## config.mk

```make
export PLATFORM = sky130hd
export DESIGN_NAME = ctc_core
export DESIGN_NICKNAME = d
export VERILOG_FILES = /design/src/core/ctc_pkg.sv /design/src/core/ctc_core.sv /design/src/core/ctc_prescaler.sv /design/src/core/ctc_write_sync.sv
export SDC_FILE = /design/constraint.sdc
export NUM_CORES = 1
export LEC_CHECK = 0
export BUFFER_PORTS_ARGS = -buffer_cell sky130_fd_sc_hd__buf_2
export CORE_MARGIN = 3
export CORE_UTILIZATION = 55
export CTS_BUF_LIST = sky130_fd_sc_hd__clkbuf_4
export DETAILED_ROUTE_END_ITERATION = 8
export PLACE_DENSITY = 0.76
export REMOVE_ABC_BUFFERS = 1
export SETUP_SLACK_MARGIN = 0.15
export SLEW_MARGIN = 30
export SYNTH_ARGS = -nofsm -noshare
export SYNTH_HDL_FRONTEND = slang
export SYNTH_HIERARCHICAL = 1
export SYNTH_SLANG_ARGS = --single-unit
```

## constraint.sdc

```tcl
create_clock -name clk -period 4.08 [get_ports clk]
set_input_delay 0.816 -clock clk [delete_from_list [all_inputs] [get_ports clk]]
set_output_delay 0.816 -clock clk [all_outputs]
set_load 0.05 [all_outputs]
```

## src/core/ctc_pkg.sv

```systemverilog
// Constants shared by the control timer counting core.
// Assumes one 50 MHz clock and plain control ports, no register bus.
// Overview of operation
// - Protected settings written only while disabled
// - Protected bits accepted with enable set
// - Enable bit turns timer on or off
// - Soft reset restores settings, disables timer
// - Prescaler divides clock, one to 1024
// - Resync selects prescaler restart and wrap tick
// - Counted events bypass the prescaler
// - Counter clears, reloads, increments or decrements
// - Top or zero sets wrap, one-shot stops
// - Clear alias counts up, set alias down
// - Counter write wins over all but soft reset, applied after sync
// - Stop holds count, forces fault outputs
// - Retrigger clears or reloads, flags, emits event
// - Retrigger while stopped resumes counting
// - Retrigger action waits for first event
// - Start event starts an idle or stopped counter
// - Count event steps in current direction
// - Direction event overrides programmed direction
// - Increment event adds one while running, unless written or retriggered
// - Decrement event subtracts one while running, unless written, retriggered or incremented
// - Fault event stops counter, forces outputs
// - Counter writes cross two sync stages
// - Counter compared to top and zero
package ctc_pkg;
   localparam int           CNT_W_DEF   = 24;     // Counter width
   localparam int           CH_NUM_DEF  = 4;      // Waveform outputs
   localparam int           SYNC_STAGES = 2;      // Write crossing depth
   localparam logic [2:0]   PRESC_RST   = 3'h0;   // Undivided after reset
   localparam logic [1:0]   RESYNC_RST  = 2'h0;   // Wrap on generic clock
   // Divider resync field codes
   localparam logic [1:0]   RESYNC_GCLK = 2'h0;   // Wrap on next generic clock
   localparam logic [1:0]   RESYNC_TICK = 2'h1;   // Wrap on next prescaled tick
   localparam logic [1:0]   RESYNC_RSTC = 2'h2;   // Restart prescaler on wrap
   // Software commands
   localparam logic [2:0]   CMD_NONE    = 3'h0;
   localparam logic [2:0]   CMD_RETRIG  = 3'h1;
   localparam logic [2:0]   CMD_STOP    = 3'h2;
   // Event actions, one code space for both inputs
   localparam logic [2:0]   ACT_NONE    = 3'h0;
   localparam logic [2:0]   ACT_RETRIG  = 3'h1;
   localparam logic [2:0]   ACT_START   = 3'h2;
   localparam logic [2:0]   ACT_COUNT   = 3'h3;
   localparam logic [2:0]   ACT_DIR     = 3'h4;
   localparam logic [2:0]   ACT_INC     = 3'h5;
   localparam logic [2:0]   ACT_DEC     = 3'h6;
   localparam logic [2:0]   ACT_FAULT   = 3'h7;
   localparam logic [2:0]   ACT_STOP    = 3'h2;   // Input one reuses start's code
endpackage

```

## src/core/ctc_core.sv

```systemverilog
// Counting core of the control timer: enable protection, prescaler,
// up/down counter, commands and event actions, fault override.
// Assumes inputs synchronous to clk and events as one-cycle pulses.
`timescale 1ns/10ps
module ctc_core
   import ctc_pkg::*;
#(
   parameter int CNT_W  = CNT_W_DEF,   // Counter width
   parameter int CH_NUM = CH_NUM_DEF   // Waveform channels
)(
   input  wire logic              clk,           // 50 MHz clock
   input  wire logic              rst,           // Async reset, active high
   input  wire logic              ctl_wr,        // Control A write strobe
   input  wire logic              wr_enable,     // Enable bit value
   input  wire logic              wr_soft_reset, // Soft reset bit value
   input  wire logic [2:0]        wr_presc,      // Prescaler code
   input  wire logic [1:0]        wr_resync,     // Divider resync field
   input  wire logic              wr_one_shot,   // Single cycle bit
   input  wire logic              setup_wr,      // Event/driver setup write
   input  wire logic [2:0]        wr_ev0_act,    // Event zero action
   input  wire logic [2:0]        wr_ev1_act,    // Event one action
   input  wire logic              wr_trg_oe,     // Retrigger output enable
   input  wire logic [CH_NUM-1:0] wr_fault_oe,   // Fault override enables
   input  wire logic [CH_NUM-1:0] wr_fault_lvl,  // Fault levels
   input  wire logic              b_set_wr,      // Set alias write
   input  wire logic              b_clr_wr,      // Clear alias write
   input  wire logic              b_dir,         // Direction bit in alias
   input  wire logic [2:0]        b_cmd,         // Command field (set alias)
   input  wire logic              cnt_wr,        // Counter value write
   input  wire logic [CNT_W-1:0]  cnt_wdata,     // Counter value
   input  wire logic [CNT_W-1:0]  top_val,       // Cycle top value
   input  wire logic              input_event_zero, // Event zero pulse
   input  wire logic              input_event_one,  // Event one level/pulse
   input  wire logic              wrap_clr,      // Clear wrap flag
   input  wire logic              trg_clr,       // Clear retrigger flag
   input  wire logic [CH_NUM-1:0] wave_in,       // Waveform from generator
   output logic                   enabled,       // Timer enabled
   output logic [CNT_W-1:0]       count,         // Counter value
   output logic                   down,          // Down counting
   output logic                   stopped,       // Stop status
   output logic                   wrap_flag,     // Wrap flag
   output logic                   retrigger_flag,// Retrigger flag
   output logic                   trg_event,     // Retrigger output event
   output logic                   wrap_event,    // Wrap output pulse
   output logic                   sync_busy,     // Counter write pending
   output logic [CH_NUM-1:0]      wave_out       // Channel outputs
);
   // Elaboration guard: counter compares and steps are sized for these ranges
   if (CNT_W < 2 || CNT_W > 32 || CH_NUM < 1) begin : g_bad_param
      $error("ctc_core: unsupported parameters");
   end

   typedef enum logic [1:0] {ST_OFF, ST_IDLE, ST_RUN, ST_STOP} run_e;

   run_e              state_ff, nxt_state;     // Run state
   logic              en_ff;                   // Enable bit
   logic [2:0]        presc_ff;                // Prescaler code
   logic [1:0]        resync_ff;               // Resync field
   logic              one_shot_ff;             // Single cycle bit
   logic [2:0]        ev0_ff, ev1_ff;          // Event actions
   logic              trg_oe_ff;               // Retrigger output enable
   logic [CH_NUM-1:0] f_oe_ff, f_lvl_ff;       // Fault setup
   logic              dir_ff;                  // Programmed direction, 1 = down
   logic [CNT_W-1:0]  cnt_ff, nxt_cnt;         // Counter
   logic              wrap_ff, trg_ff;         // Sticky flags
   logic              trg_ev_ff, wrap_ev_ff;   // Output event pulses
   logic              pend_wrap_ff;            // Wrap waits for tick
   logic              busy_ff;                 // Registered sync busy
   logic [CH_NUM-1:0] wave_ff;                 // Registered outputs
   logic [CH_NUM-1:0] nxt_wave;                // Next channel outputs
   logic              forced_ff;               // Fault levels applied

   // Decoded write and event conditions
   wire soft_rst   = ctl_wr && wr_soft_reset;
   wire prot_ok    = ctl_wr && !en_ff && wr_enable;
   wire ctl_open   = ctl_wr && !en_ff;
   wire setup_ok   = setup_wr && !en_ff;
   wire sw_retrig  = b_set_wr && b_cmd == CMD_RETRIG;
   wire sw_stop    = b_set_wr && b_cmd == CMD_STOP;
   wire e0         = input_event_zero && en_ff;
   wire e1         = input_event_one && en_ff;
   wire ev_retrig  = (e0 && ev0_ff == ACT_RETRIG) || (e1 && ev1_ff == ACT_RETRIG);
   wire ev_start   = e0 && ev0_ff == ACT_START;
   wire ev_stop    = e1 && ev1_ff == ACT_STOP;
   wire ev_fault   = (e0 && ev0_ff == ACT_FAULT) || (e1 && ev1_ff == ACT_FAULT);
   wire ev_count   = e0 && ev0_ff == ACT_COUNT;
   wire ev_inc     = e0 && ev0_ff == ACT_INC;
   wire ev_dec     = e1 && ev1_ff == ACT_DEC;
   wire eff_down   = (ev1_ff == ACT_DIR && input_event_one) ? 1'b1 : dir_ff;
   wire event_mode = (ev0_ff == ACT_COUNT);
   wire retrig     = sw_retrig || ev_retrig;
   wire stop_req   = sw_stop || ev_stop || ev_fault;
   wire running    = (state_ff == ST_RUN);
   wire at_top     = (cnt_ff == top_val);
   wire at_zero    = (cnt_ff == '0);
   wire at_end     = eff_down ? at_zero : at_top;
   wire tick;
   // A stop in the same cycle wins over the step, so the count holds
   wire step       = running && !stop_req && (event_mode ? ev_count : tick);
   wire wrap_now   = step && at_end;
   wire do_wrap    = (resync_ff == RESYNC_GCLK || presc_ff == PRESC_RST) ? wrap_now
                     : (pend_wrap_ff && step);
   // Restart the divider on the wrap itself; holding it while at the end would stall the tick
   wire restart_p  = (resync_ff == RESYNC_RSTC) && do_wrap;
   wire wr_apply;
   wire [CNT_W-1:0] wr_val;
   wire wr_busy;
   wire [CNT_W-1:0] reload = eff_down ? top_val : '0;

   ctc_prescaler u_presc (
      .clk       (clk),
      .rst       (rst),
      .run       (running && !event_mode),
      .presc_sel (presc_ff),
      .restart   (restart_p),
      .tick      (tick)
   );

   ctc_write_sync #(.W(CNT_W)) u_wsync (
      .clk   (clk),
      .rst   (rst),
      .req   (cnt_wr),
      .din   (cnt_wdata),
      .busy  (wr_busy),
      .apply (wr_apply),
      .dout  (wr_val)
   );

   // Run state decode
   always_comb begin
      nxt_state = state_ff;
      case (state_ff)
         ST_OFF:  if (prot_ok || (ctl_wr && wr_enable))
                     nxt_state = (ev0_ff == ACT_RETRIG || ev1_ff == ACT_RETRIG ||
                                  ev0_ff == ACT_START) ? ST_IDLE : ST_RUN;
         ST_IDLE: if (stop_req)
                     nxt_state = ST_STOP;
                  else if (retrig || ev_start)
                     nxt_state = ST_RUN;
         ST_RUN:  if (stop_req)
                     nxt_state = ST_STOP;
                  else if (one_shot_ff && do_wrap)
                     nxt_state = ST_STOP;
         ST_STOP: if (!ev_fault && (retrig || ev_start))
                     nxt_state = ST_RUN;
         default: nxt_state = ST_OFF;
      endcase
      if (ctl_wr && !wr_enable)
         nxt_state = ST_OFF;
      if (soft_rst)
         nxt_state = ST_OFF;
   end

   // Counter next value; bus write wins over every other action except soft reset
   always_comb begin
      nxt_cnt = cnt_ff;
      if (wr_apply)
         nxt_cnt = wr_val;
      else if (running && retrig)
         nxt_cnt = reload;
      else if (running && ev_inc)
         nxt_cnt = cnt_ff + CNT_W'(1);
      else if (running && ev_dec)
         nxt_cnt = cnt_ff - CNT_W'(1);
      else if (do_wrap)
         nxt_cnt = reload;
      else if (step && !at_end)
         nxt_cnt = eff_down ? cnt_ff - CNT_W'(1) : cnt_ff + CNT_W'(1);
      if (soft_rst)
         nxt_cnt = '0;
   end

   // Control settings; protected fields only while disabled
   always_ff @(posedge clk or posedge rst) begin
      if (rst) begin
         en_ff       <= 1'b0;
         presc_ff    <= PRESC_RST;
         resync_ff   <= RESYNC_RST;
         one_shot_ff <= 1'b0;
      end else if (soft_rst) begin
         en_ff       <= 1'b0;
         presc_ff    <= PRESC_RST;
         resync_ff   <= RESYNC_RST;
         one_shot_ff <= 1'b0;
      end else begin
         if (ctl_wr)
            en_ff <= wr_enable;
         if (ctl_open && wr_enable) begin
            presc_ff  <= wr_presc;
            resync_ff <= wr_resync;
         end
         if (b_set_wr && wr_one_shot)
            one_shot_ff <= 1'b1;
         else if (b_clr_wr && wr_one_shot)
            one_shot_ff <= 1'b0;
      end
   end

   // Event and driver setup, plus direction
   always_ff @(posedge clk or posedge rst) begin
      if (rst) begin
         ev0_ff    <= ACT_NONE;
         ev1_ff    <= ACT_NONE;
         trg_oe_ff <= 1'b0;
         f_oe_ff   <= '0;
         f_lvl_ff  <= '0;
         dir_ff    <= 1'b0;
      end else if (soft_rst) begin
         ev0_ff    <= ACT_NONE;
         ev1_ff    <= ACT_NONE;
         trg_oe_ff <= 1'b0;
         f_oe_ff   <= '0;
         f_lvl_ff  <= '0;
         dir_ff    <= 1'b0;
      end else begin
         if (setup_ok) begin
            ev0_ff    <= wr_ev0_act;
            ev1_ff    <= wr_ev1_act;
            trg_oe_ff <= wr_trg_oe;
            f_oe_ff   <= wr_fault_oe;
            f_lvl_ff  <= wr_fault_lvl;
         end
         if (b_set_wr && b_dir)
            dir_ff <= 1'b1;
         else if (b_clr_wr && b_dir)
            dir_ff <= 1'b0;
      end
   end

   // Counter, flags and pulses; a set beats a same-cycle clear
   always_ff @(posedge clk or posedge rst) begin
      if (rst) begin
         state_ff     <= ST_OFF;
         cnt_ff       <= '0;
         wrap_ff      <= 1'b0;
         trg_ff       <= 1'b0;
         trg_ev_ff    <= 1'b0;
         wrap_ev_ff   <= 1'b0;
         pend_wrap_ff <= 1'b0;
         busy_ff      <= 1'b0;
         forced_ff    <= 1'b0;
         wave_ff      <= '0;
      end else begin
         state_ff     <= nxt_state;
         cnt_ff       <= nxt_cnt;
         busy_ff      <= wr_busy || cnt_wr;
         pend_wrap_ff <= soft_rst ? 1'b0 : (wrap_now || (pend_wrap_ff && !do_wrap));
         wrap_ff      <= !soft_rst && (do_wrap || (wrap_ff && !wrap_clr));
         trg_ff       <= !soft_rst && ((running && retrig) || (trg_ff && !trg_clr));
         trg_ev_ff    <= running && retrig && trg_oe_ff;
         wrap_ev_ff   <= do_wrap;
         forced_ff    <= !soft_rst && (nxt_state == ST_STOP);
         wave_ff      <= nxt_wave;
      end
   end

   // Per-channel output select: an overridden channel shows its fault level
   for (genvar g = 0; g < CH_NUM; g++) begin : g_chan
      assign nxt_wave[g] = (nxt_state == ST_STOP && f_oe_ff[g]) ? f_lvl_ff[g] : wave_in[g];
   end

   assign enabled        = en_ff;
   assign count          = cnt_ff;
   assign down           = dir_ff;
   assign stopped        = forced_ff;
   assign wrap_flag      = wrap_ff;
   assign retrigger_flag = trg_ff;
   assign trg_event      = trg_ev_ff;
   assign wrap_event     = wrap_ev_ff;
   assign sync_busy      = busy_ff;
   assign wave_out       = wave_ff;

   // Checks
   a_prot_hold: assert property (@(posedge clk) disable iff (rst)
      en_ff && setup_wr && !soft_rst |=> $stable(ev0_ff) && $stable(ev1_ff) && $stable(f_oe_ff))
      else $error("setup changed while enabled");
   a_soft_off: assert property (@(posedge clk) disable iff (rst)
      soft_rst |=> !en_ff && state_ff == ST_OFF) else $error("soft reset left timer on");
   a_write_wins: assert property (@(posedge clk) disable iff (rst)
      wr_apply && !soft_rst |=> cnt_ff == $past(wr_val)) else $error("counter write lost");
   a_stop_hold: assert property (@(posedge clk) disable iff (rst)
      state_ff == ST_STOP && nxt_state == ST_STOP && !wr_apply && !soft_rst |=> $stable(cnt_ff))
      else $error("stopped counter moved");
   a_wrap_set: assert property (@(posedge clk) disable iff (rst)
      do_wrap && !soft_rst |=> wrap_ff) else $error("wrap flag not set");
   a_retrig_clr: assert property (@(posedge clk) disable iff (rst)
      running && retrig && !wr_apply && !eff_down && !soft_rst |=> cnt_ff == '0 && trg_ff)
      else $error("retrigger did not clear");
   a_one_shot: assert property (@(posedge clk) disable iff (rst)
      running && one_shot_ff && do_wrap && !ctl_wr |=> state_ff == ST_STOP)
      else $error("one-shot did not stop");
   a_fault_out: assert property (@(posedge clk) disable iff (rst)
      ev_fault && !soft_rst && !(ctl_wr && !wr_enable)
      |=> wave_out == ((f_lvl_ff & f_oe_ff) | ($past(wave_in) & ~f_oe_ff)))
      else $error("fault levels not forced");
   a_inc_event: assert property (@(posedge clk) disable iff (rst)
      running && ev_inc && !wr_apply && !retrig && !soft_rst |=> cnt_ff == $past(cnt_ff) + CNT_W'(1))
      else $error("increment event missed");
   c_wrap: cover property (@(posedge clk) disable iff (rst) do_wrap);
   c_stop: cover property (@(posedge clk) disable iff (rst) running && stop_req);
   c_resume: cover property (@(posedge clk) disable iff (rst) state_ff == ST_STOP && retrig);
   c_one_shot: cover property (@(posedge clk) disable iff (rst) one_shot_ff && do_wrap);
endmodule

```

## src/core/ctc_prescaler.sv

```systemverilog
// Prescaler: divides the clock into a one-cycle tick enable.
// Assumes the counting core drives enable and restart requests.
`timescale 1ns/10ps
module ctc_prescaler
   import ctc_pkg::*;
(
   input  wire logic       clk,        // 50 MHz clock
   input  wire logic       rst,        // Async reset, active high
   input  wire logic       run,        // Timer running and not counting events
   input  wire logic [2:0] presc_sel,  // Ratio code 1,2,4,8,16,64,256,1024
   input  wire logic       restart,    // Zero the divider on wrap
   output logic            tick        // Prescaled tick enable
);
   logic [9:0] div_ff;                 // Divider count
   logic [9:0] lim;                    // Terminal count for selected ratio
   logic       at_lim;                 // Divider reached its terminal count

   // Ratio table as a decode
   always_comb begin
      case (presc_sel)
         3'h0:    lim = 10'h000;
         3'h1:    lim = 10'h001;
         3'h2:    lim = 10'h003;
         3'h3:    lim = 10'h007;
         3'h4:    lim = 10'h00F;
         3'h5:    lim = 10'h03F;
         3'h6:    lim = 10'h0FF;
         default: lim = 10'h3FF;
      endcase
   end

   assign at_lim = (div_ff >= lim);
   assign tick   = run && at_lim;

   // Count up to the limit, then roll over; restart zeroes it
   always_ff @(posedge clk or posedge rst) begin
      if (rst)
         div_ff <= 10'h000;
      else if (!run || restart || at_lim)
         div_ff <= 10'h000;
      else
         div_ff <= div_ff + 10'h001;
   end
endmodule

```

## src/core/ctc_write_sync.sv

```systemverilog
// Counter write crossing: holds a value and releases it after a delay.
// Assumes requests are spaced by at least the stage count.
`timescale 1ns/10ps
module ctc_write_sync
   import ctc_pkg::*;
#(
   parameter int W = CNT_W_DEF         // Value width
)(
   input  wire logic         clk,      // Clock
   input  wire logic         rst,      // Async reset, active high
   input  wire logic         req,      // Write request pulse
   input  wire logic [W-1:0] din,      // Written value
   output logic              busy,     // Crossing in progress
   output logic              apply,    // One-cycle apply pulse
   output logic [W-1:0]      dout      // Value to load
);
   logic [SYNC_STAGES-1:0] pipe_ff;    // Request travelling through stages
   logic [W-1:0]           hold_ff;    // Captured value

   // Elaboration guard: the shift below needs two stages at least
   if (W < 1 || SYNC_STAGES < 2) begin : g_bad_param
      $error("ctc_write_sync: unsupported parameters");
   end

   // Shift the request; capture data at the start
   always_ff @(posedge clk or posedge rst) begin
      if (rst) begin
         pipe_ff <= '0;
         hold_ff <= '0;
      end else begin
         pipe_ff <= {pipe_ff[SYNC_STAGES-2:0], req};
         if (req)
            hold_ff <= din;
      end
   end

   assign busy  = |pipe_ff;
   assign apply = pipe_ff[SYNC_STAGES-1];
   assign dout  = hold_ff;
endmodule

```

==> results_dict.tcl, run 1 <==
set metrics [dict create \
    status "finished clean" \
    post_route_cells_drive_above_1_share_pct 28.11 \
    cp_common_cell "o21ai_0" \
    fmax_ghz 0.2797 \
    dp_hpwl_mm 15.01 \
    synthArstFlopShare_pct 100.0 \
    drt-initial-drc-count 786 \
    routed_wl_mm 20.80 \
    design.core.area_um2 12210 \
    grt_first_pass_wirelength_mm 32.73 \
    cts_setup_buffers 0 \
    pin_count 126 \
    fill_cells 1066 \
    start_util_pct 57.08 \
    whs_ns 0.2987 \
    die-area_um2 14060 \
    area_growth_syn_to_layout_pct 11.06 \
    critical_path_peak_fanout 17 \
    nNetsFinal 940 \
    cap_viol_max_count 0 \
    grt_pass1_vias 6090 \
    h-tree-depth 3 \
    yosysUniqueCellTypes 86 \
    avgRoutedWirePerCell_um 20.55 \
    vias 6385 \
    synthFlopType "dfrtp_1" \
    critical_path_required_ns 4.48 \
    antenna_left 0 \
    clkLatencyLatePin_ns 0.50 \
    slowest_stage "dfrtp_1" \
    cts_buffers 9 \
    critPathKind "reg2reg" \
    worstMarginPinSlew_ns 0.9877 \
    syn_inst 740 \
    hold_path_class "in2async" \
    leakage_nw 3.339 \
    relSlewSlack_pct 34.16 \
    crit_chain "or3_1 -> ha_1 -> nor3b_1 -> o21ai_0 -> a211o_1 -> and2_1 -> mux2i_1 -> nor4_4 -> o31ai_1 -> nor2_2 -> buf_4 -> nor4bb_1 -> o21ai_0 -> o311ai_1" \
    setup_viol 0 \
    synth_edf_count 0 \
    critical-path-top-delay-family "simple AND/OR/NAND/NOR gates" \
    ctsResizeCount 0 \
    drc 0 \
    cts_tree "done" \
    clock-root-buffer "clkbuf_4" \
    synthesis.area_um2 6970 \
    power_density_nw_per_um2 425.0 \
    slowest_delay_ns 0.48 \
    clk_pin_slew_ns 0.16 \
    die_h_um 118.6 \
    portBuffers 125 \
    rows 40 \
    slew_viol_final 0 \
    dr.pass1.iters 5 \
    grt_max_degree 49 \
    cts.sink_count 96 \
    clockBufferDepth 2 \
    yosys_warnings 6 \
    endpoint_kind "register" \
    rsz0062_at_grt "false" \
    period_needed_ns 3.576 \
    cp.arrival_ns 3.98 \
    grt_usage_pct 29.37 \
    place.gp.congestion 0.9802 \
    ctsHoldBuffers 0 \
    max-vdd-ir-drop_uv 224.7 \
    setup_tns_ns 0 \
    crit_path_start_kind "register" \
    synth_seq_area_share_pct 34.46 \
    clock_skew_ns 0.01467 \
    hold_viol 0 \
    final.period_utilization_pct 87.64 \
    die_w_um 118.6 \
    critPathBufInv 1 \
    grt_antenna_before_repair 1 \
    overflow 0 \
    ys_ff_latch 96 \
    vias_per_cell 6.309 \
    avgSynthCellArea_um2 9.420 \
]
-- power breakdown --
group	total, mW	leakage (nW)	internal (mW)	switching (mW)
clock network	0.553	0.0773	0.193	0.360
logic	1.36	2.06	0.516	0.846
registers	1.38	1.20	1.08	0.298
total	3.29	3.34	1.79	1.50
-- through the flow --
stage	std cells	worst slack (ns)	cell area [µm²]	util [%]	total power, mW
global route	1012	0.2778	7741	63.39	3.462
global placement	995	0.6569	7591	62.16	2.695
CTS	1011	0.5351	7739	63.37	3.282
finish	1012	0.5045	7741	63.39	3.290
detailed placement	995	0.5556	7594	62.18	2.727
floorplan	682	0.1561	6593	-	2.291
-- per-layer routing --
layer	vias up	global-route usage [%]	routed length, µm
li1	2916	-	-
met1	3060	41.22	8964
met2	358	43.80	9323
met3	51	8.325	2010
met4	0	9.631	501
met5	-	0	0
-- path summary, 6_finish.rpt --
path	depth (start not counted)	start	end	slack, ns
max in group asynchronous	3	rst	count[23]$_DFFE_PP0P_	3.05
worst min register to register	0	u_wsync/pipe_ff[0]$_DFF_PP0_	u_wsync/pipe_ff[1]$_DFF_PP0_	0.39
worst max-delay path	14	presc_ff[1]$_DFFE_PP0P_	count[14]$_DFFE_PP0P_	0.50
worst max register to register	14	presc_ff[1]$_DFFE_PP0P_	count[14]$_DFFE_PP0P_	0.50
worst min-delay path	2	rst	u_presc/div_ff[7]$_DFF_PP0_	0.30
min in group clk	0	u_wsync/pipe_ff[0]$_DFF_PP0_	u_wsync/pipe_ff[1]$_DFF_PP0_	0.39
-- Yosys cell counts (4+ instances only) --
library cell	number	area share, %
nor4_1	10	0.90
nor2_1	46	2.5
inv_1	20	1.1
mux2_4	24	5.2
nand2_1	58	3.1
xor2_1	20	2.5
nor3b_1	5	0.54
o21ai_0	23	1.7
a311oi_1	7	0.88
a211oi_1	5	0.54
nor3_2	12	1.7
clkbuf_8	5	0.99
xnor2_1	54	6.8
o22ai_1	10	0.90
nand2b_1	4	0.36
a31oi_1	5	0.45
nor3_1	11	0.79
nand4_1	13	1.2
dfrtp_1	96	34
o41ai_1	4	0.50
ha_1	12	2.2
a21oi_1	44	3.2
mux2_2	4	0.65
o211ai_1	7	0.75
and3_1	12	1.1
a22oi_1	13	1.4
nor2b_1	4	0.36
buf_2	11	0.79
and2_1	6	0.54
clkbuf_1	29	1.6
o221ai_1	5	0.63
buf_6	7	1.1
o31ai_1	14	1.5
mux2i_1	5	0.72
nand3_1	29	2.1
a22o_1	20	2.5
or2_2	5	0.45
-- area by class of cell --
cell class / instances / area (µm²) / share of cell area (%)
Multi-Input combinational cell: 565 / 4111 / 53.11
Sequential cell: 96 / 2402 / 31.03
Timing Repair Buffer: 145 / 788.3 / 10.18
Tap cell: 168 / 210.2 / 2.715
Inverter: 21 / 81.33 / 1.051
Clock inverter: 7 / 77.57 / 1.002
Clock buffer: 9 / 67.56 / 0.8728
Antenna cell: 1 / 2.502 / 0.03233
-- kinds of logic (layout without fill, tap and decap cells) --
| logic type | count (synthesis) | in the layout | share of synthesized area (%) |
|---|---|---|---|
| and+or+nand+nor | 252 | 252 | 20.89 |
| AOI/OAI and AO/OA | 194 | 194 | 20.10 |
| DFF | 96 | 96 | 34.46 |
| buffers and inverters | 79 | 182 | 6.552 |
| xor gates and xnor gates | 74 | 74 | 9.298 |
| muxes | 33 | 33 | 6.534 |
| adders and majority gates | 12 | 12 | 2.154 |
| other | 0 | 1 | 0 |
-- sequential cells by signal (all words and copies together), names as in the netlist, 2 cells and up --
signal           count
count               24
u_wsync/dout        24
u_presc/div_ff      10
f_lvl_ff             4
f_oe_ff              4
wave_out             4
ev0_ff               3
ev1_ff               3
presc_ff             3
resync_ff            2
state_ff             2
u_wsync/pipe_ff      2
-- cell usage in the layout (no fill, tap or decap), types with 5 or more instances in the layout --
master	count
and3_1	12
ha_1	12
nand3_1	29
xnor2_1	54
o31ai_1	14
buf_2	125
o21ai_0	23
mux2i_1	5
clkbuf_4	9
nor2_1	46
a21oi_1	44
a22oi_1	13
inv_1	18
nor3_2	12
a22o_1	20
o211ai_1	7
nand2_1	58
dfrtp_1	96
a311oi_1	7
or2_2	5
buf_4	19
and2_1	6
nor3_1	11
a31oi_1	5
a211oi_1	5
mux2_4	24
nor4_1	10
o221ai_1	5
nor3b_1	5
o22ai_1	10
xor2_1	20
nand4_1	13
No activity file was read; power rests on OpenSTA's default activity.
==> run 2: changes to the inputs <==
--- a/config.mk
+++ b/config.mk
@@ -6,6 +6,7 @@
 export NUM_CORES = 1
 export LEC_CHECK = 0
 export BUFFER_PORTS_ARGS = -buffer_cell sky130_fd_sc_hd__buf_2
+export CAP_MARGIN = 40
 export CORE_MARGIN = 3
 export CORE_UTILIZATION = 55
 export CTS_BUF_LIST = sky130_fd_sc_hd__clkbuf_4
@@ -16,5 +17,4 @@
 export SLEW_MARGIN = 30
 export SYNTH_ARGS = -nofsm -noshare
 export SYNTH_HDL_FRONTEND = slang
-export SYNTH_HIERARCHICAL = 1
 export SYNTH_SLANG_ARGS = --single-unit
==> run 2 against run 1 <==
Synthesized area shrank 5.2%. Die area shrank 4.9%. Utilization increased by 2.8 points. Clock-buffer cell count unchanged. Critical endpoint is now count[21]$_DFFE_PP0P_. Largest power group is now combinational logic.
==> results_dict.tcl, run 2 <==
set metrics [dict create \
    status "finished clean" \
    critPathKind "reg2reg" \
    clk_pin_slew_ns 0.16 \
    avgSynthCellArea_um2 8.694 \
    overflow 0 \
    r2r_start "count[1]$_DFFE_PP0P_" \
    cts_tree "done" \
    layout_commonest_cell "buf_2" \
    synth.largest_area_cell "dfrtp_1" \
    placed_area_um2 7508 \
    worstMarginPinSlew_ns 0.8131 \
    most-common-layout-cells "buf_2 (125), dfrtp_1 (96), nor2_1 (72)" \
    whs_ns 0.4010 \
    drt-initial-drc-count 927 \
    synth_edf_count 0 \
    yosysTopAreaCellShare_pct 36.36 \
    setup_tns_ns 0 \
    reg2reg_to "count[21]$_DFFE_PP0P_" \
    setup_viol 0 \
    drc 0 \
    synth_common_cells "dfrtp_1 (96), nor2_1 (72), nand2_1 (70), clkbuf_1 (49), a21oi_1 (39)" \
    h-tree-depth 3 \
    grt_first_pass_wirelength_mm 34.68 \
    grt_antenna_before_repair 1 \
    place_ws_ns 0.2468 \
    slowest_stage "a2111o_1" \
    cts.sink_count 96 \
    crit_path_start_kind "register" \
    pin_count 126 \
    synthArstFlopShare_pct 100.0 \
    timing.final.ws_setup_ns 0.3418 \
    max-vdd-ir-drop_uv 219.0 \
    rsz0062_at_grt "true" \
    syn_inst 760 \
    critPathBufInv 1 \
    synth_seq_area_share_pct 36.36 \
    grt_pass1_vias 6449 \
    clock-root-buffer "clkbuf_4" \
    cts_buffers 9 \
    antenna_left 0 \
    post_route_cells_drive_above_1_share_pct 25.40 \
    vias 6667 \
    crit_start "count[1]$_DFFE_PP0P_" \
    hold_path_class "in2async" \
    rows 39 \
    portBuffers 125 \
    cap_viol_max_count 0 \
    slowest_delay_ns 0.53 \
    synth.most_common_cell "dfrtp_1" \
    power_density_nw_per_um2 419.2 \
    period_needed_ns 3.738 \
    final.period_utilization_pct 91.62 \
    clock_skew_ns 0.01017 \
    design.core.area_um2 11560 \
    vias_per_cell 6.498 \
    relSlewSlack_pct 45.80 \
    final_area_um2 7657 \
    grt_max_degree 50 \
    area_growth_syn_to_layout_pct 15.89 \
    reg2reg_depth 12 \
    r2r_slack_ns 0.34 \
    die-area_um2 13360 \
    leakage_nw 3.401 \
    synthFlopType "dfrtp_1" \
    die_h_um 115.6 \
    clkLatencyLatePin_ns 0.47 \
    dp_hpwl_mm 16.19 \
    place.gp.congestion 1.033 \
    crit_chain "inv_1 -> ha_1 -> or3b_1 -> or3_1 -> or3_4 -> nor4_4 -> o21bai_2 -> a2111o_1 -> nand3_2 -> a211o_1 -> a31oi_1 -> a221o_1" \
    avgRoutedWirePerCell_um 21.69 \
    critical_path_peak_fanout 7 \
    grt_usage_pct 33.63 \
    ys_ff_latch 96 \
    die_w_um 115.6 \
    hold_viol 0 \
    finalPower_mw 3.210 \
    cp.arrival_ns 4.12 \
    endpoint_kind "register" \
    yosysUniqueCellTypes 76 \
    slew_viol_final 0 \
    critical-path-top-delay-family "simple AND/OR/NAND/NOR gates" \
    yosys_warnings 0 \
    critical_path_required_ns 4.46 \
    nNetsFinal 976 \
    synthesis.area_um2 6608 \
    yosys-top-cells-area "dfrtp_1 (36%), xor2_1 (5.0%), xnor2_1 (4.2%)" \
    fmax_ghz 0.2675 \
    clockBufferDepth 2 \
    routed_wl_mm 22.25 \
    dr.pass1.iters 8 \
    start_util_pct 57.14 \
]
==> run 2: cell count changes after synthesis, moves of 7 or more <==
cell	change
o21ai_0	+9
mux2_2	+19
nor2_1	+26
clkbuf_1	+20
nand2_1	+12
mux2_4	-24
a221o_1	+7
nor3_2	-12
o31ai_1	-10
xor2_1	+18
xnor2_1	-22
==> run 2: per-stage QoR <==
stage	utilization [%]	cells
finish	66.21	1026
detailed placement	64.92	1009
floorplan	-	700
global route	66.21	1026
CTS	66.00	1025
global placement	64.80	1008
==> run 2: logic make-up after synthesis <==
kind of cell | synth area share [%]
buffers and inverters | 4.772
flip-flops | 36.36
multiplexers | 5.813
AO/OA/AOI/OAI | 23.06
XOR/XNOR | 9.279
adder cells (fa/ha/maj) | 1.704
AND/OR/NAND/NOR | 19.01
==> run 2: area by class of cell <==
type | count | area (µm²)
Antenna cell | 1 | 2.502
Fill cell | 991 | 3908
Clock buffer | 9 | 67.56
Tap cell | 143 | 178.9
Timing Repair Buffer | 166 | 953.4
Clock inverter | 7 | 56.30
Multi-Input combinational cell | 584 | 3919
Sequential cell | 96 | 2402
Inverter | 20 | 77.57
==> run 2: metal layers <==
| metal | part of all wire [%] | GRT usage [%] | wire length [µm] | vias up |
|---|---|---|---|---|
| met2 | 45 | 51.12 | 9985 | 383 |
| met4 | 2.7 | 13.30 | 601 | 0 |
| met5 | 0 | 0 | 0 | - |
| li1 | - | - | - | 3024 |
| met1 | 42 | 47.78 | 9443 | 3208 |
| met3 | 10 | 6.005 | 2223 | 52 |
==> run 2: how the worst max path moves through the flow <==
| stage | to | slack (ns) | depth (start not counted) |
|---|---|---|---|
| 4_1_cts | count[2]$_DFFE_PP0P_ | 0.23 | 12 |
| 3_3_place_gp | count[2]$_DFFE_PP0P_ | 0.41 | 12 |
| 5_1_grt | count[2]$_DFFE_PP0P_ | 0.12 | 14 |
| 3_5_place_dp | count[2]$_DFFE_PP0P_ | 0.25 | 12 |
| 2_1_floorplan | count[23]$_DFFE_PP0P_ | -0.30 | 9 |
| 6_report | count[21]$_DFFE_PP0P_ | 0.34 | 12 |
==> run 2: what timing repair did <==
action | CTS | global route
gates resized for setup | 0 | 4
setup buffers | 0 | 0
setup endpoints to repair | 0 | 15
hold buffers | 0 | 0
==> run 2: worst reg2reg max path, delay by kind of cell, from the launching register on <==
| kind | cells | cell delay [ns] |
|---|---|---|
| adders and majority gates | 1 | 0.21 |
| DFF | 1 | 0.41 |
| AOI/OAI and AO/OA | 5 | 1.18 |
| and+or+nand+nor | 5 | 1.76 |
| buffers and inverters | 1 | 0.09 |
==> run 2: power by group <==
part	leakage, nW	internal, mW	total (mW)	switching, mW
Combinational	2.12	0.530	1.45	0.916
Sequential	1.21	1.07	1.27	0.198
Clock	0.0722	0.133	0.492	0.359
==> run 3: changes to the inputs <==
--- a/config.mk
+++ b/config.mk
@@ -8,10 +8,10 @@
 export BUFFER_PORTS_ARGS = -buffer_cell sky130_fd_sc_hd__buf_2
 export CAP_MARGIN = 40
 export CORE_MARGIN = 3
-export CORE_UTILIZATION = 55
+export CORE_UTILIZATION = 35
 export CTS_BUF_LIST = sky130_fd_sc_hd__clkbuf_4
 export DETAILED_ROUTE_END_ITERATION = 8
-export PLACE_DENSITY = 0.76
+export PLACE_DENSITY = 0.57
 export REMOVE_ABC_BUFFERS = 1
 export SETUP_SLACK_MARGIN = 0.15
 export SLEW_MARGIN = 30
==> run 3 against run 2 <==
Die area grew 54%. Sequential share of layout area shrank 0.49 points. Critical endpoint unchanged. Cell count grew 8.4%. Critical path depth is the same. Maximum frequency shrank 0.56%. Clock power grew 8.5%. Routed wire length grew 1.6%. Total power grew 1.4%. Combinational power is essentially flat.
==> results_dict.tcl, run 3 (same netlist as run 2, synthesis figures left out) <==
set metrics [dict create \
    slowest_delay_ns 0.63 \
    die-area_um2 20560 \
    h-tree-depth 3 \
    grt_antenna_before_repair 1 \
    cts.sink_count 96 \
    cap_viol_max_count 0 \
    critical-path-top-delay-family "simple AND/OR/NAND/NOR gates" \
    final_area_um2 7780 \
    rows 49 \
    rsz0062_at_grt "false" \
    final.period_utilization_pct 92.14 \
    leakage_nw 3.398 \
    max-vdd-ir-drop_uv 187.0 \
    overflow 0 \
    min_from "u_wsync.pipe_ff[0]$_DFF_PP0_" \
    grt_max_degree 57 \
    cp.arrival_ns 4.16 \
    clk_pin_slew_ns 0.18 \
    crit_chain "inv_1 -> ha_1 -> or3b_1 -> or3_1 -> or3_4 -> nor4_4 -> o21bai_2 -> a2111o_2 -> nand3_2 -> a211o_1 -> a31oi_1 -> a221o_1" \
    fin_util_pct 42.58 \
    grt_usage_pct 22.07 \
    worstMarginPinSlew_ns 0.8571 \
    p_seq_share_pct 38.1 \
    hold_path_class "reg2reg" \
    clock_skew_ns 0.02047 \
    grt_first_pass_wirelength_mm 35.68 \
    r2r_slack_ns 0.32 \
    critical_path_required_ns 4.48 \
    clockBufferDepth 2 \
    clock-root-buffer "clkbuf_4" \
    most-common-layout-cells "buf_2 (125), dfrtp_1 (96), nor2_1 (72)" \
    drc 0 \
    status "finished clean" \
    critical_path_peak_fanout 7 \
    die_h_um 143.4 \
    area_growth_syn_to_layout_pct 17.74 \
    min_path_cells 0 \
    crit_path_start_kind "register" \
    hold_viol 0 \
    placed_area_um2 7612 \
    switching_share_pct 46.04 \
    ctsHoldBuffers 0 \
    power_density_nw_per_um2 418.4 \
    endpoint_kind "register" \
    slowest_stage "a2111o_2" \
    vias_per_cell 5.826 \
    slew_viol_final 0 \
    p_int_mw 1.757 \
    avgRoutedWirePerCell_um 20.34 \
    post_route_cells_drive_above_1_share_pct 25.74 \
    dr.pass1.iters 7 \
    p_sw_mw 1.499 \
    setup_viol 0 \
    drt-initial-drc-count 623 \
    reg2reg_to "count[21]$_DFFE_PP0P_" \
    start_util_pct 36.17 \
    clkPwrFrac_pct 16.4 \
    critPathKind "reg2reg" \
    cts_buffers 9 \
    cts_tree "done" \
    critPathBufInv 1 \
    fmax_ghz 0.2660 \
    antenna_left 0 \
    nNetsFinal 976 \
    vias 6478 \
    routed_wl_mm 22.62 \
    clkLatencyLatePin_ns 0.49 \
    die_w_um 143.4 \
    min_to "u_wsync.pipe_ff[1]$_DFF_PP0_" \
    layout_commonest_cell "buf_2" \
    cts_setup_buffers 0 \
    period_needed_ns 3.759 \
    pin_count 126 \
    design.core.area_um2 18270 \
    pwr-share-comb_pct 45.5 \
    portBuffers 125 \
    dp_hpwl_mm 16.66 \
    reg2reg_depth 12 \
    grt_pass1_vias 6320 \
    r2r_start "count[1]$_DFFE_PP0P_" \
    crit_start "count[1]$_DFFE_PP0P_" \
    place.gp.congestion 0.9414 \
    relSlewSlack_pct 42.86 \
]
-- run 3: how the worst max path moves through the flow --
stage	end	slack, ns	depth (start not counted)
CTS	count[21]$_DFFE_PP0P_	0.23	12
global route	count[19]$_DFFE_PP0P_	0.17	14
floorplan	count[23]$_DFFE_PP0P_	-0.30	9
finish	count[21]$_DFFE_PP0P_	0.32	12
detailed placement	count[2]$_DFFE_PP0P_	-0.14	11
global placement	count[2]$_DFFE_PP0P_	-0.03	11
-- run 3: per-layer routing --
layer,vias to the layer above,global-route usage [%],share of wire [%]
li1,3024,-,-
met1,3124,32.19,46
met2,291,32.44,44
met3,39,4.559,8.0
met4,0,7.730,2.1
met5,-,0,0
-- run 3: final cells by class --
cell class | instances | area (µm²)
fillers | 1875 | 10490
multi-input cells | 584 | 3933
flip-flops and latches | 96 | 2402
repair buffers | 166 | 940.9
well taps | 229 | 286.5
inverters | 20 | 77.57
clock inverters | 7 | 70.07
clock buffers | 9 | 67.56
diodes | 1 | 2.502
-- run 3: power by group through the flow --
stage / Clock [mW] / Combinational [mW] / Sequential, mW
finish: 0.534 / 1.48 / 1.24
global route: 0.592 / 1.60 / 1.26
CTS: 0.561 / 1.47 / 1.23
detailed placement: 0 / 1.46 / 1.25
global placement: 0 / 1.46 / 1.26
floorplan: 0 / 0.668 / 1.54
-- run 3: stage by stage --
stage | cells | TNS (ns) | hold slack [ns] | setup slack, ns | power, mW
6_report | 1112 | 0 | 0.3959 | 0.3207 | 3.256
5_1_grt | 1112 | 0 | 0.4075 | 0.1677 | 3.450
4_1_cts | 1111 | 0 | 0.3967 | 0.2284 | 3.261
3_5_place_dp | 1095 | -0.3938 | 0.3576 | -0.1405 | 2.711
3_3_place_gp | 1094 | -0.02517 | 0.3496 | -0.02517 | 2.715
2_1_floorplan | 700 | -0.7296 | 0.3461 | -0.3031 | 2.204
-- run 3: what timing repair did --
item	4_1_cts	5_1_grt
gates resized for setup	1	4
pin swaps	0	0
endpoints found under the setup margin	1	9
gates cloned	0	0
